===== src/design/dsp_pkg.sv =====
package dsp_pkg;

	// ==========================================================
	// Data widths
	localparam int A_W    = 30;
	localparam int B_W    = 18;
	localparam int C_W    = 48;
	localparam int D_W    = 25;
	localparam int MA_W   = 27;
	localparam int PROD_W = 45;
	localparam int LANES  = 4;
	localparam int LANE_W = 12;

	// ==========================================================
	// Consolidated 20-bit control word, bit 0 is opmode[0]
	typedef struct packed {
		logic [4:0] inmode;
		logic [2:0] carry_sel;
		logic       carry_in;
		logic [3:0] alu_fn;
		logic [6:0] opmode;
	} dsp_ctrl_t;

	typedef struct packed {
		logic a;
		logic b;
		logic c;
		logic m;
		logic p;
		logic carry;
		logic alu;
		logic ctrl;
		logic d;
		logic inmode;
	} dsp_clr_t;

	typedef struct packed {
		logic a_first_stage_enable;
		logic a_second_stage_enable;
		logic b_first_stage_enable;
		logic b_second_stage_enable;
		logic c;
		logic m;
		logic p;
		logic carry;
		logic alu;
		logic ctrl;
		logic d;
		logic ad;
		logic inmode;
	} dsp_ce_t;

	typedef enum {SIMD_ONE48, SIMD_TWO24, SIMD_FOUR12} dsp_simd_t;
	typedef enum {MASK_ATTR, MASK_C, MASK_ROUND1, MASK_ROUND2}
		dsp_mask_src_t;

	// ==========================================================
	// Operation codes
	localparam logic [1:0] X_PROD        = 2'h1;
	localparam logic [1:0] X_P           = 2'h2;
	localparam logic [1:0] X_AB          = 2'h3;
	localparam logic [1:0] Y_C           = 2'h3;
	localparam logic [2:0] Z_PCIN        = 3'h1;
	localparam logic [2:0] Z_P           = 3'h2;
	localparam logic [2:0] Z_C           = 3'h3;
	localparam logic [3:0] ALU_ADD       = 4'h0;
	localparam logic [3:0] ALU_SUB       = 4'h3;
	localparam logic [3:0] ALU_XOR       = 4'h4;
	localparam logic [3:0] ALU_AND       = 4'hc;
	localparam logic [3:0] ALU_OR        = 4'he;
	localparam logic [2:0] CSEL_CARRY_IN = 3'h0;
	localparam int         PREADD_BIT    = 3;

	// Lane start and lane end masks per SIMD mode
	localparam logic [3:0] BRK_ONE48  = 4'h1;
	localparam logic [3:0] BRK_TWO24  = 4'h5;
	localparam logic [3:0] BRK_FOUR12 = 4'hf;
	localparam logic [3:0] END_ONE48  = 4'h8;
	localparam logic [3:0] END_TWO24  = 4'ha;
	localparam logic [3:0] END_FOUR12 = 4'hf;

	// ==========================================================
	// Wishbone register map
	localparam logic [3:0] REG_CTRL   = 4'h0;
	localparam logic [3:0] REG_STATUS = 4'h4;
	localparam int         CTL_AUTO   = 0;
	localparam int         CTL_PRIO   = 1;
	localparam int         CTL_AMUX   = 2;
	localparam int         CTL_BMUX   = 3;
	localparam int         CTL_PRESEL = 4;
	localparam int         CTL_W      = 5;
	localparam logic [4:0] CTL_RST    = 5'h00;
	localparam int         ST_PD      = 0;
	localparam int         ST_PBD     = 1;
	localparam int         ST_MISUSE  = 2;

endpackage


===== src/design/dsp_pipe.sv =====
`timescale 1ns/100ps
module dsp_pipe
	import dsp_pkg::*;
#(
	parameter int W     = 1,
	parameter int DEPTH = 1,
	parameter int TAP   = 0
)
(
	input  wire logic         clk_i,
	input  wire logic         clr_i,
	input  wire logic [1:0]   ce_i,
	input  wire logic [W-1:0] d_i,
	output logic      [W-1:0] q_o,
	output logic      [W-1:0] tap_o
);

	// ==========================================================
	// Stage chain; index 0 is the unregistered input
	logic [DEPTH:0][W-1:0] stage;

	if (DEPTH < 0 || DEPTH > 2 || TAP < 0 || TAP > DEPTH)
	begin : g_bad_depth
		$error("pipeline depth or tap out of range");
	end

	assign stage[0] = d_i;

	// Depth zero builds no flop at all
	for (genvar i = 1; i <= DEPTH; i++)
	begin : g_stage
		always_ff @(posedge clk_i)
		begin
			if (clr_i)
				stage[i] <= '0;
			else if (ce_i[i-1])
				stage[i] <= stage[i-1];
		end
	end

	assign q_o   = stage[DEPTH];
	assign tap_o = stage[TAP];

endmodule


===== src/design/dsp_slice.sv =====
// Implementation choices: the Wishbone slave port and the address map.
`timescale 1ns/100ps
module dsp_slice
	import dsp_pkg::*;
#(
	parameter int            A_DEPTH      = 1,
	parameter int            B_DEPTH      = 1,
	parameter int            ACOUT_DEPTH  = 1,
	parameter int            BCOUT_DEPTH  = 1,
	parameter int            C_DEPTH      = 1,
	parameter int            M_DEPTH      = 1,
	parameter int            P_DEPTH      = 1,
	parameter int            OPMODE_DEPTH = 1,
	parameter int            ALU_DEPTH    = 1,
	parameter int            CARRY_DEPTH  = 1,
	parameter int            CSEL_DEPTH   = 1,
	parameter int            D_DEPTH      = 1,
	parameter int            AD_DEPTH     = 1,
	parameter int            INMODE_DEPTH = 1,
	parameter bit            USE_MULT     = 1'b1,
	parameter dsp_simd_t     SIMD         = SIMD_ONE48,
	parameter bit            PAT_FROM_C   = 1'b0,
	parameter dsp_mask_src_t MASK_SRC     = MASK_ATTR,
	parameter logic [47:0]   PATTERN      = 48'h0000_0000_0000,
	parameter logic [47:0]   MASK         = 48'h0000_0000_0000
)
(
	input  wire logic        clk_i,
	input  wire logic        rst_i,
	input  wire logic [29:0] a_i,
	input  wire logic [17:0] b_i,
	input  wire logic [47:0] c_i,
	input  wire logic [24:0] d_i,
	input  wire logic [47:0] pcin_i,
	input  wire dsp_ctrl_t   ctrl_i,
	input  wire dsp_clr_t    clr_i,
	input  wire dsp_ce_t     ce_i,
	input  wire logic        wb_cyc_i,
	input  wire logic        wb_stb_i,
	input  wire logic        wb_we_i,
	input  wire logic [3:0]  wb_adr_i,
	input  wire logic [3:0]  wb_sel_i,
	input  wire logic [31:0] wb_dat_i,
	output logic      [31:0] wb_dat_o,
	output logic             wb_ack_o,
	output logic      [47:0] p_o,
	output logic      [47:0] pcout_o,
	output logic      [29:0] acout_o,
	output logic      [17:0] bcout_o,
	output logic      [3:0]  carry_out_o,
	output logic             pattern_detect_o,
	output logic             pattern_bar_detect_o,
	output logic             mult_misuse_o
);

	// ==========================================================
	// Configuration checks
	if (BCOUT_DEPTH > B_DEPTH || ACOUT_DEPTH > A_DEPTH)
	begin : g_bad_cascade
		$error("cascade-out depth exceeds operand depth");
	end
	if (C_DEPTH > 1 || M_DEPTH > 1 || P_DEPTH > 1 || OPMODE_DEPTH > 1 ||
		ALU_DEPTH > 1 || CARRY_DEPTH > 1 || CSEL_DEPTH > 1 ||
		D_DEPTH > 1 || AD_DEPTH > 1 || INMODE_DEPTH > 1)
	begin : g_bad_single
		$error("single-stage register depth above one");
	end

	localparam logic [3:0] BRK = (SIMD == SIMD_TWO24) ? BRK_TWO24 :
		(SIMD == SIMD_FOUR12) ? BRK_FOUR12 : BRK_ONE48;
	localparam logic [3:0] ENDS = (SIMD == SIMD_TWO24) ? END_TWO24 :
		(SIMD == SIMD_FOUR12) ? END_FOUR12 : END_ONE48;

	logic [29:0]       a_q;
	logic [17:0]       b_q;
	logic [47:0]       c_q;
	logic [24:0]       d_q;
	logic [26:0]       ad_q;
	logic [26:0]       next_ad;
	logic [4:0]        inmode_q;
	logic [6:0]        opmode_q;
	logic [3:0]        alu_q;
	logic              carry_q;
	logic [2:0]        csel_q;
	logic [PROD_W-1:0] m_q;
	logic [PROD_W-1:0] next_m;
	logic [26:0]       mult_a;
	logic [17:0]       mult_b;
	logic [26:0]       pre_op;
	logic [47:0]       x_op;
	logic [47:0]       y_op;
	logic [47:0]       z_op;
	logic              cin;
	logic [51:0]       xy;
	logic [51:0]       res;
	logic [47:0]       pat;
	logic [47:0]       mask;
	logic [53:0]       next_p;
	logic [53:0]       p_grp;
	logic              auto_clr;
	logic [CTL_W-1:0]  ctl;

	// ==========================================================
	// Operand pipelines
	dsp_pipe #(.W(A_W), .DEPTH(A_DEPTH), .TAP(ACOUT_DEPTH)) u_a
	(
		.clk_i (clk_i),
		.clr_i (rst_i | clr_i.a),
		.ce_i  ({ce_i.a_second_stage_enable,
			ce_i.a_first_stage_enable}),
		.d_i   (a_i),
		.q_o   (a_q),
		.tap_o (acout_o)
	);

	dsp_pipe #(.W(B_W), .DEPTH(B_DEPTH), .TAP(BCOUT_DEPTH)) u_b
	(
		.clk_i (clk_i),
		.clr_i (rst_i | clr_i.b),
		.ce_i  ({ce_i.b_second_stage_enable,
			ce_i.b_first_stage_enable}),
		.d_i   (b_i),
		.q_o   (b_q),
		.tap_o (bcout_o)
	);

	dsp_pipe #(.W(C_W), .DEPTH(C_DEPTH)) u_c
	(
		.clk_i (clk_i),
		.clr_i (rst_i | clr_i.c),
		.ce_i  ({1'b0, ce_i.c}),
		.d_i   (c_i),
		.q_o   (c_q),
		.tap_o ()
	);

	dsp_pipe #(.W(D_W), .DEPTH(D_DEPTH)) u_d
	(
		.clk_i (clk_i),
		.clr_i (rst_i | clr_i.d),
		.ce_i  ({1'b0, ce_i.d}),
		.d_i   (d_i),
		.q_o   (d_q),
		.tap_o ()
	);

	// ==========================================================
	// Control pipelines
	dsp_pipe #(.W(5), .DEPTH(INMODE_DEPTH)) u_inmode
	(
		.clk_i (clk_i),
		.clr_i (rst_i | clr_i.inmode),
		.ce_i  ({1'b0, ce_i.inmode}),
		.d_i   (ctrl_i.inmode),
		.q_o   (inmode_q),
		.tap_o ()
	);

	dsp_pipe #(.W(7), .DEPTH(OPMODE_DEPTH)) u_opmode
	(
		.clk_i (clk_i),
		.clr_i (rst_i | clr_i.ctrl),
		.ce_i  ({1'b0, ce_i.ctrl}),
		.d_i   (ctrl_i.opmode),
		.q_o   (opmode_q),
		.tap_o ()
	);

	dsp_pipe #(.W(3), .DEPTH(CSEL_DEPTH)) u_csel
	(
		.clk_i (clk_i),
		.clr_i (rst_i | clr_i.ctrl),
		.ce_i  ({1'b0, ce_i.ctrl}),
		.d_i   (ctrl_i.carry_sel),
		.q_o   (csel_q),
		.tap_o ()
	);

	dsp_pipe #(.W(4), .DEPTH(ALU_DEPTH)) u_alu
	(
		.clk_i (clk_i),
		.clr_i (rst_i | clr_i.alu),
		.ce_i  ({1'b0, ce_i.alu}),
		.d_i   (ctrl_i.alu_fn),
		.q_o   (alu_q),
		.tap_o ()
	);

	dsp_pipe #(.W(1), .DEPTH(CARRY_DEPTH)) u_carry
	(
		.clk_i (clk_i),
		.clr_i (rst_i | clr_i.carry),
		.ce_i  ({1'b0, ce_i.carry}),
		.d_i   (ctrl_i.carry_in),
		.q_o   (carry_q),
		.tap_o ()
	);

	// ==========================================================
	// Pre-adder and multiplier
	always_comb
	begin
		if (ctl[CTL_PRESEL]) // preadd_operand_select
			pre_op = {{9{b_q[17]}}, b_q};
		else
			pre_op = {{2{a_q[24]}}, a_q[24:0]};
		if (inmode_q[PREADD_BIT])
			next_ad = {{2{d_q[24]}}, d_q} - pre_op;
		else
			next_ad = {{2{d_q[24]}}, d_q} + pre_op;
	end

	dsp_pipe #(.W(MA_W), .DEPTH(AD_DEPTH)) u_ad
	(
		.clk_i (clk_i),
		.clr_i (rst_i | clr_i.d),
		.ce_i  ({1'b0, ce_i.ad}),
		.d_i   (next_ad),
		.q_o   (ad_q),
		.tap_o ()
	);

	// mult_a_source_select and mult_b_source_select
	assign mult_a = ctl[CTL_AMUX] ? ad_q : a_q[26:0];
	assign mult_b = ctl[CTL_BMUX] ? ad_q[17:0] : b_q;
	assign next_m = USE_MULT ?
		PROD_W'($signed(mult_a) * $signed(mult_b)) : '0;

	dsp_pipe #(.W(PROD_W), .DEPTH(M_DEPTH)) u_m
	(
		.clk_i (clk_i),
		.clr_i (rst_i | clr_i.m),
		.ce_i  ({1'b0, ce_i.m}),
		.d_i   (next_m),
		.q_o   (m_q),
		.tap_o ()
	);

	// ==========================================================
	// SIMD adder: carries stop at every lane start
	function automatic logic [51:0] lane_add(
		input logic [47:0] x,
		input logic [47:0] y,
		input logic [3:0]  lcin,
		input logic [3:0]  brk
	);
		logic [12:0] s;
		logic        c;
		logic [51:0] r;
		c = 1'b0;
		r = '0;
		for (int k = 0; k < LANES; k++)
		begin
			s = {1'b0, x[LANE_W*k +: LANE_W]} +
				{1'b0, y[LANE_W*k +: LANE_W]} +
				{12'h000, brk[k] ? lcin[k] : c};
			r[LANE_W*k +: LANE_W] = s[11:0];
			r[48+k] = s[12];
			c = s[12];
		end
		return r;
	endfunction

	always_comb
	begin
		case (opmode_q[1:0])
			X_PROD:  x_op = {{3{m_q[44]}}, m_q};
			X_P:     x_op = p_o;
			X_AB:    x_op = {a_q, b_q};
			default: x_op = '0;
		endcase
		y_op = (opmode_q[3:2] == Y_C) ? c_q : '0;
		case (opmode_q[6:4])
			Z_PCIN:  z_op = pcin_i;
			Z_P:     z_op = p_o;
			Z_C:     z_op = c_q;
			default: z_op = '0;
		endcase
		cin = (csel_q == CSEL_CARRY_IN) ? carry_q : 1'b0;
		xy  = lane_add(x_op, y_op, BRK & {4{cin}}, BRK);
		case (alu_q)
			ALU_SUB: res = lane_add(z_op, ~xy[47:0], BRK, BRK);
			ALU_XOR: res = {4'h0, z_op ^ x_op};
			ALU_AND: res = {4'h0, z_op & x_op};
			ALU_OR:  res = {4'h0, z_op | x_op};
			default: res = lane_add(z_op, xy[47:0], 4'h0, BRK);
		endcase
	end

	// ==========================================================
	// Pattern detector and result register
	assign pat = PAT_FROM_C ? c_q : PATTERN;

	always_comb
	begin
		case (MASK_SRC)
			MASK_C:      mask = c_q;
			MASK_ROUND1: mask = {~c_q[46:0], 1'b0};
			MASK_ROUND2: mask = {~c_q[45:0], 2'h0};
			default:     mask = MASK;
		endcase
		next_p = {res[51:48] & ENDS,
			((res[47:0] ^ ~pat) & ~mask) == '0,
			((res[47:0] ^ pat) & ~mask) == '0,
			res[47:0]};
	end

	// Detect flag stands beside P, so clearing follows one cycle later
	assign auto_clr = ctl[CTL_AUTO] & pattern_detect_o &
		(ctl[CTL_PRIO] ? ce_i.p : 1'b1);

	dsp_pipe #(.W(54), .DEPTH(P_DEPTH)) u_p
	(
		.clk_i (clk_i),
		.clr_i (rst_i | clr_i.p | auto_clr),
		.ce_i  ({1'b0, ce_i.p}),
		.d_i   (next_p),
		.q_o   (p_grp),
		.tap_o ()
	);

	assign p_o                  = p_grp[47:0];
	assign pcout_o              = p_grp[47:0];
	assign pattern_detect_o     = p_grp[48];
	assign pattern_bar_detect_o = p_grp[49];
	assign carry_out_o          = p_grp[53:50];

	// ==========================================================
	// Wishbone slave: answers one cycle after the request
	always_ff @(posedge clk_i)
	begin
		if (rst_i)
			wb_ack_o <= 1'b0;
		else
			wb_ack_o <= wb_cyc_i & wb_stb_i & ~wb_ack_o;
	end

	always_ff @(posedge clk_i)
	begin
		if (rst_i)
			wb_dat_o <= '0;
		else if (wb_cyc_i & wb_stb_i & ~wb_ack_o)
			case (wb_adr_i)
				REG_CTRL:   wb_dat_o <= {27'h0, ctl};
				REG_STATUS: wb_dat_o <= {29'h0, mult_misuse_o,
					pattern_bar_detect_o, pattern_detect_o};
				default:    wb_dat_o <= '0;
			endcase
	end

	always_ff @(posedge clk_i)
	begin
		if (rst_i)
			ctl <= CTL_RST;
		else if (wb_cyc_i & wb_stb_i & wb_we_i & wb_ack_o &
			wb_sel_i[0] & (wb_adr_i == REG_CTRL))
			ctl <= wb_dat_i[CTL_W-1:0];
	end

	// Sticky misuse flag; a fresh misuse beats a clear
	always_ff @(posedge clk_i)
	begin
		if (rst_i)
			mult_misuse_o <= 1'b0;
		else if (!USE_MULT && opmode_q[1:0] == X_PROD)
			mult_misuse_o <= 1'b1;
		else if (wb_cyc_i & wb_stb_i & wb_we_i & wb_ack_o &
			wb_sel_i[0] & (wb_adr_i == REG_STATUS) &
			wb_dat_i[ST_MISUSE])
			mult_misuse_o <= 1'b0;
	end
endmodule


===== config.mk =====
export PLATFORM = sky130hd
export DESIGN_NAME = dsp_slice
export DESIGN_NICKNAME = d
export VERILOG_FILES = /design/src/design/dsp_pkg.sv /design/src/design/dsp_pipe.sv /design/src/design/dsp_slice.sv
export SDC_FILE = /design/constraint.sdc
export NUM_CORES = 2
export LEC_CHECK = 0
export BUFFER_PORTS_ARGS = -buffer_cell sky130_fd_sc_hd__buf_4
export CORE_UTILIZATION = 60
export CTS_CLUSTER_DIAMETER = 40
export CTS_CLUSTER_SIZE = 10
export DETAILED_ROUTE_END_ITERATION = 16
export PLACE_DENSITY = 0.81
export SLEW_MARGIN = 5
export SYNTH_ARGS = -nofsm -noshare
export SYNTH_HDL_FRONTEND = slang
export SYNTH_SLANG_ARGS = --single-unit

===== constraint.sdc =====
create_clock -name clk_i -period 29.7 [get_ports clk_i]
set_clock_uncertainty 0.2 [all_clocks]
set_input_delay 1.485 -clock clk_i [delete_from_list [all_inputs] [get_ports clk_i]]
set_output_delay 1.485 -clock clk_i [all_outputs]
set_load 0.01 [all_outputs]

==> results.yml <==
status:
  outcome: "finished clean"
worst_setup_path:
  cp_max_fo: 38
  path_class: "reg2reg"
  startpoint: "u_opmode.q_o[1]$_SDFFE_PP0P_"
  cp_slowest_cell: "dfxtp_2"
  required_ps: 30020
  cpPeakStageDelay_ps: 600
  cp_data_arrival_time_ps: 14980
  critPathMostFrequentCell: "a21oi_1"
  startpoint_type: "flop"
  worstSetupEndpointType: "flop"
  rr_startpoint: "u_opmode.q_o[1]$_SDFFE_PP0P_"
yosys:
  synthesis.instances: 5083
  synth_cell_types: 102
  async_flop_share_pct: 0
  syn_area_um2: 42260
  yosysSeqAreaShare_pct: 12.84
  synth_seq_cells: 271
  synth.avg_cell_area_um2: 8.313
  ys_warn_count: 0
  synth_edf_count: 0
  synthFlopType: "dfxtp_1"
global_route:
  grt_max_degree: 70
  grt_pass1_wl_um: 224200
  grt_use_total_pct: 41.44
  grt_pass1_vias: 38030
  grt_antenna_before_repair: 18
  grt_overflow: 0
floorplan:
  initial_utilization_pct: 61.08
  fp.coreArea_um2: 69190
  rows: 96
  dieWidth_um: 267.4
  ios: 441
  die_area_um2: 71490
  die_height_um: 267.4
detailed_routing:
  viasPerCell: 6.215
  wirelength_um: 148200
  drt_iter0_markers: 4260
  dr.pass1.iters: 8
  antenna_left: 0
  wl_per_cell_um: 23.77
  via_count: 38730
  drc: 0
sta:
  hold_violations: 0
  fin_crit_sh_pct: 49.37
  fin_setup_tns_ps: 0
  max_freq_mhz: 68.20
  rsz0062_at_grt: "no"
  worst_pin_slew_ps: 1208
  setup_viol: 0
  maxSlewHeadroom_pct: 17.86
  fin_crit_ps: 14660
  slew_viol_final: 0
layout:
  layout_commonest_cell: "inv_1"
  layout-drive-gt1-share_pct: 13.61
  final_nets: 6373
  fill_cells: 5566
  final_cell_mix: "685 x inv_1, 569 x nor2_1, 562 x nand2_1"
  finalNonFillerCells: 6232
  area_delta_synth_final_pct: 11.50
place:
  place.detailed.hpwl_um: 113600
  gp_congestion: 1.002
  io_buffers: 373
  dpl.cell_count: 6129
power:
  p_switching_mw: 0.4447
  p_int_mw: 0.9233
  ir_worst_vdd_mv: 0.04816
  p_clk_share_pct: 47.2
  pwr-share-comb_pct: 23.6
  p_sw_share_pct: 32.50
  p_seq_share_pct: 29.1
  p_leak_nw: 21.28
  p_per_area_nw_per_um2: 29.04
cts:
  cts-resized-gates: 0
  post_cts_buffers: 0
  clock_path_buffers: 3
  cts.sink_count: 271
  cts_htree_levels: 2
  path_clk_slew_ps: 60
  cts_root_buf: "clkbuf_16"
  cts_tree: "done"
  cts_buffers: 53
  postCtsHoldBufs: 0
  clk_latency_ps: 640
min_path:
  hold_path.class: "reg2reg"
  hold_start: "u_p.q_o[48]$_SDFFE_PP0P_"
flow_run:
  maxCapViolations: 0
-- synthesized netlist by cell type, types with 78 or more instances --
| library cell | n | area [um^2] |
|---|---|---|
| nor2_1 | 569 | 2136 |
| buf_4 | 82 | 615.6 |
| mux2_2 | 135 | 1520 |
| nand2_1 | 562 | 2110 |
| clkbuf_1 | 175 | 656.9 |
| ha_1 | 367 | 4592 |
| inv_1 | 685 | 2571 |
| o21ai_0 | 122 | 610.6 |
| xnor2_1 | 78 | 683.2 |
| fa_1 | 496 | 9930 |
| dfxtp_1 | 271 | 5425 |
| a21o_1 | 105 | 788.3 |
| a21oi_1 | 193 | 965.9 |
| mux2i_1 | 268 | 2683 |
-- cell families after synthesis --
group	count (synthesis)	synth area share [%]
flip-flops	271	12.84
multiplexers	403	9.946
other	1	0.008874
XOR/XNOR	136	2.819
adder cells (fa/ha/maj)	863	34.36
buffers and inverters	1027	9.970
AO/OA/AOI/OAI	838	13.83
AND/OR/NAND/NOR	1544	16.22
-- per-layer routing --
| layer | share of wire (%) | track usage (%) | wire, um |
|---|---|---|---|
| met1 | 37 | 51.82 | 54600 |
| met3 | 15 | 16.33 | 22740 |
| met5 | 0.049 | 0 | 72 |
| met2 | 41 | 59.93 | 60470 |
| met4 | 6.9 | 25.05 | 10270 |
-- power by group through the flow --
stage / Combinational [mW] / Clock (mW) / Sequential (mW)
global placement: 0.306 / 0 / 0.403
global route: 0.348 / 0.663 / 0.398
floorplan: 0.212 / 0 / 0.393
detailed placement: 0.310 / 0 / 0.404
CTS: 0.315 / 0.645 / 0.396
finish: 0.323 / 0.646 / 0.399
-- path summary, 6_finish.rpt --
| kind | end | slack, ps | cells past startpoint |
|---|---|---|---|
| worst max-delay path | u_p.q_o[48]$_SDFFE_PP0P_ | 15040 | 60 |
| worst min-delay path | wb_dat_o[0]$_SDFFE_PP0P_ | 270 | 2 |
| worst max register to register | u_p.q_o[48]$_SDFFE_PP0P_ | 15040 | 60 |
| worst min register to register | wb_dat_o[0]$_SDFFE_PP0P_ | 270 | 2 |
-- final cells by class --
cell class                 count  area [um^2]  area share, %
clock inverter                30        451.7         0.9587
clock buffer                  62         1441          3.059
multi-input combinational   3815        32820          69.65
inverter                     686         2575          5.465
tap                          931         1165          2.472
timing repair buffer         426         3198          6.788
antenna                       11        27.53        0.05842
sequential                   271         5440          11.55
-- per-stage QoR --
stage	area, um^2	worst slack [ps]	utilization (%)	power, mW	hold slack (ps)
final	47120	15040	68.10	1.368	267.8
after global routing	47090	14250	68.07	1.410	278.9
after CTS	47090	15330	68.06	1.357	266.2
after detailed placement	45200	15530	65.32	0.7137	261.9
after global placement	45200	15570	65.32	0.7093	248.8
after floorplan	42370	17530	-	0.6054	238.6
-- flip-flops by register name (all words and copies together), names as in the netlist --
register and count:
ctl 5, u_a.q_o 30, u_ad.q_o 27, u_alu.q_o 4
u_b.q_o 18, u_c.q_o 48, u_carry.q_o 1, u_csel.q_o 3
u_d.q_o 25, u_inmode.q_o 1, u_m.q_o 45, u_opmode.q_o 7
u_p.q_o 51, wb_ack_o 1, wb_dat_o 5
-- critical path: cells and delay by family, from the launching register on --
family | cells | cell delay [ps]
adder cells (fa/ha/maj) | 8 | 3220
AND/OR/NAND/NOR | 12 | 1410
flip-flops | 1 | 600
multiplexers | 1 | 490
buffers and inverters | 3 | 710
XOR/XNOR | 1 | 180
AO/OA/AOI/OAI | 35 | 7710
(Power assumes the default switching activity.)
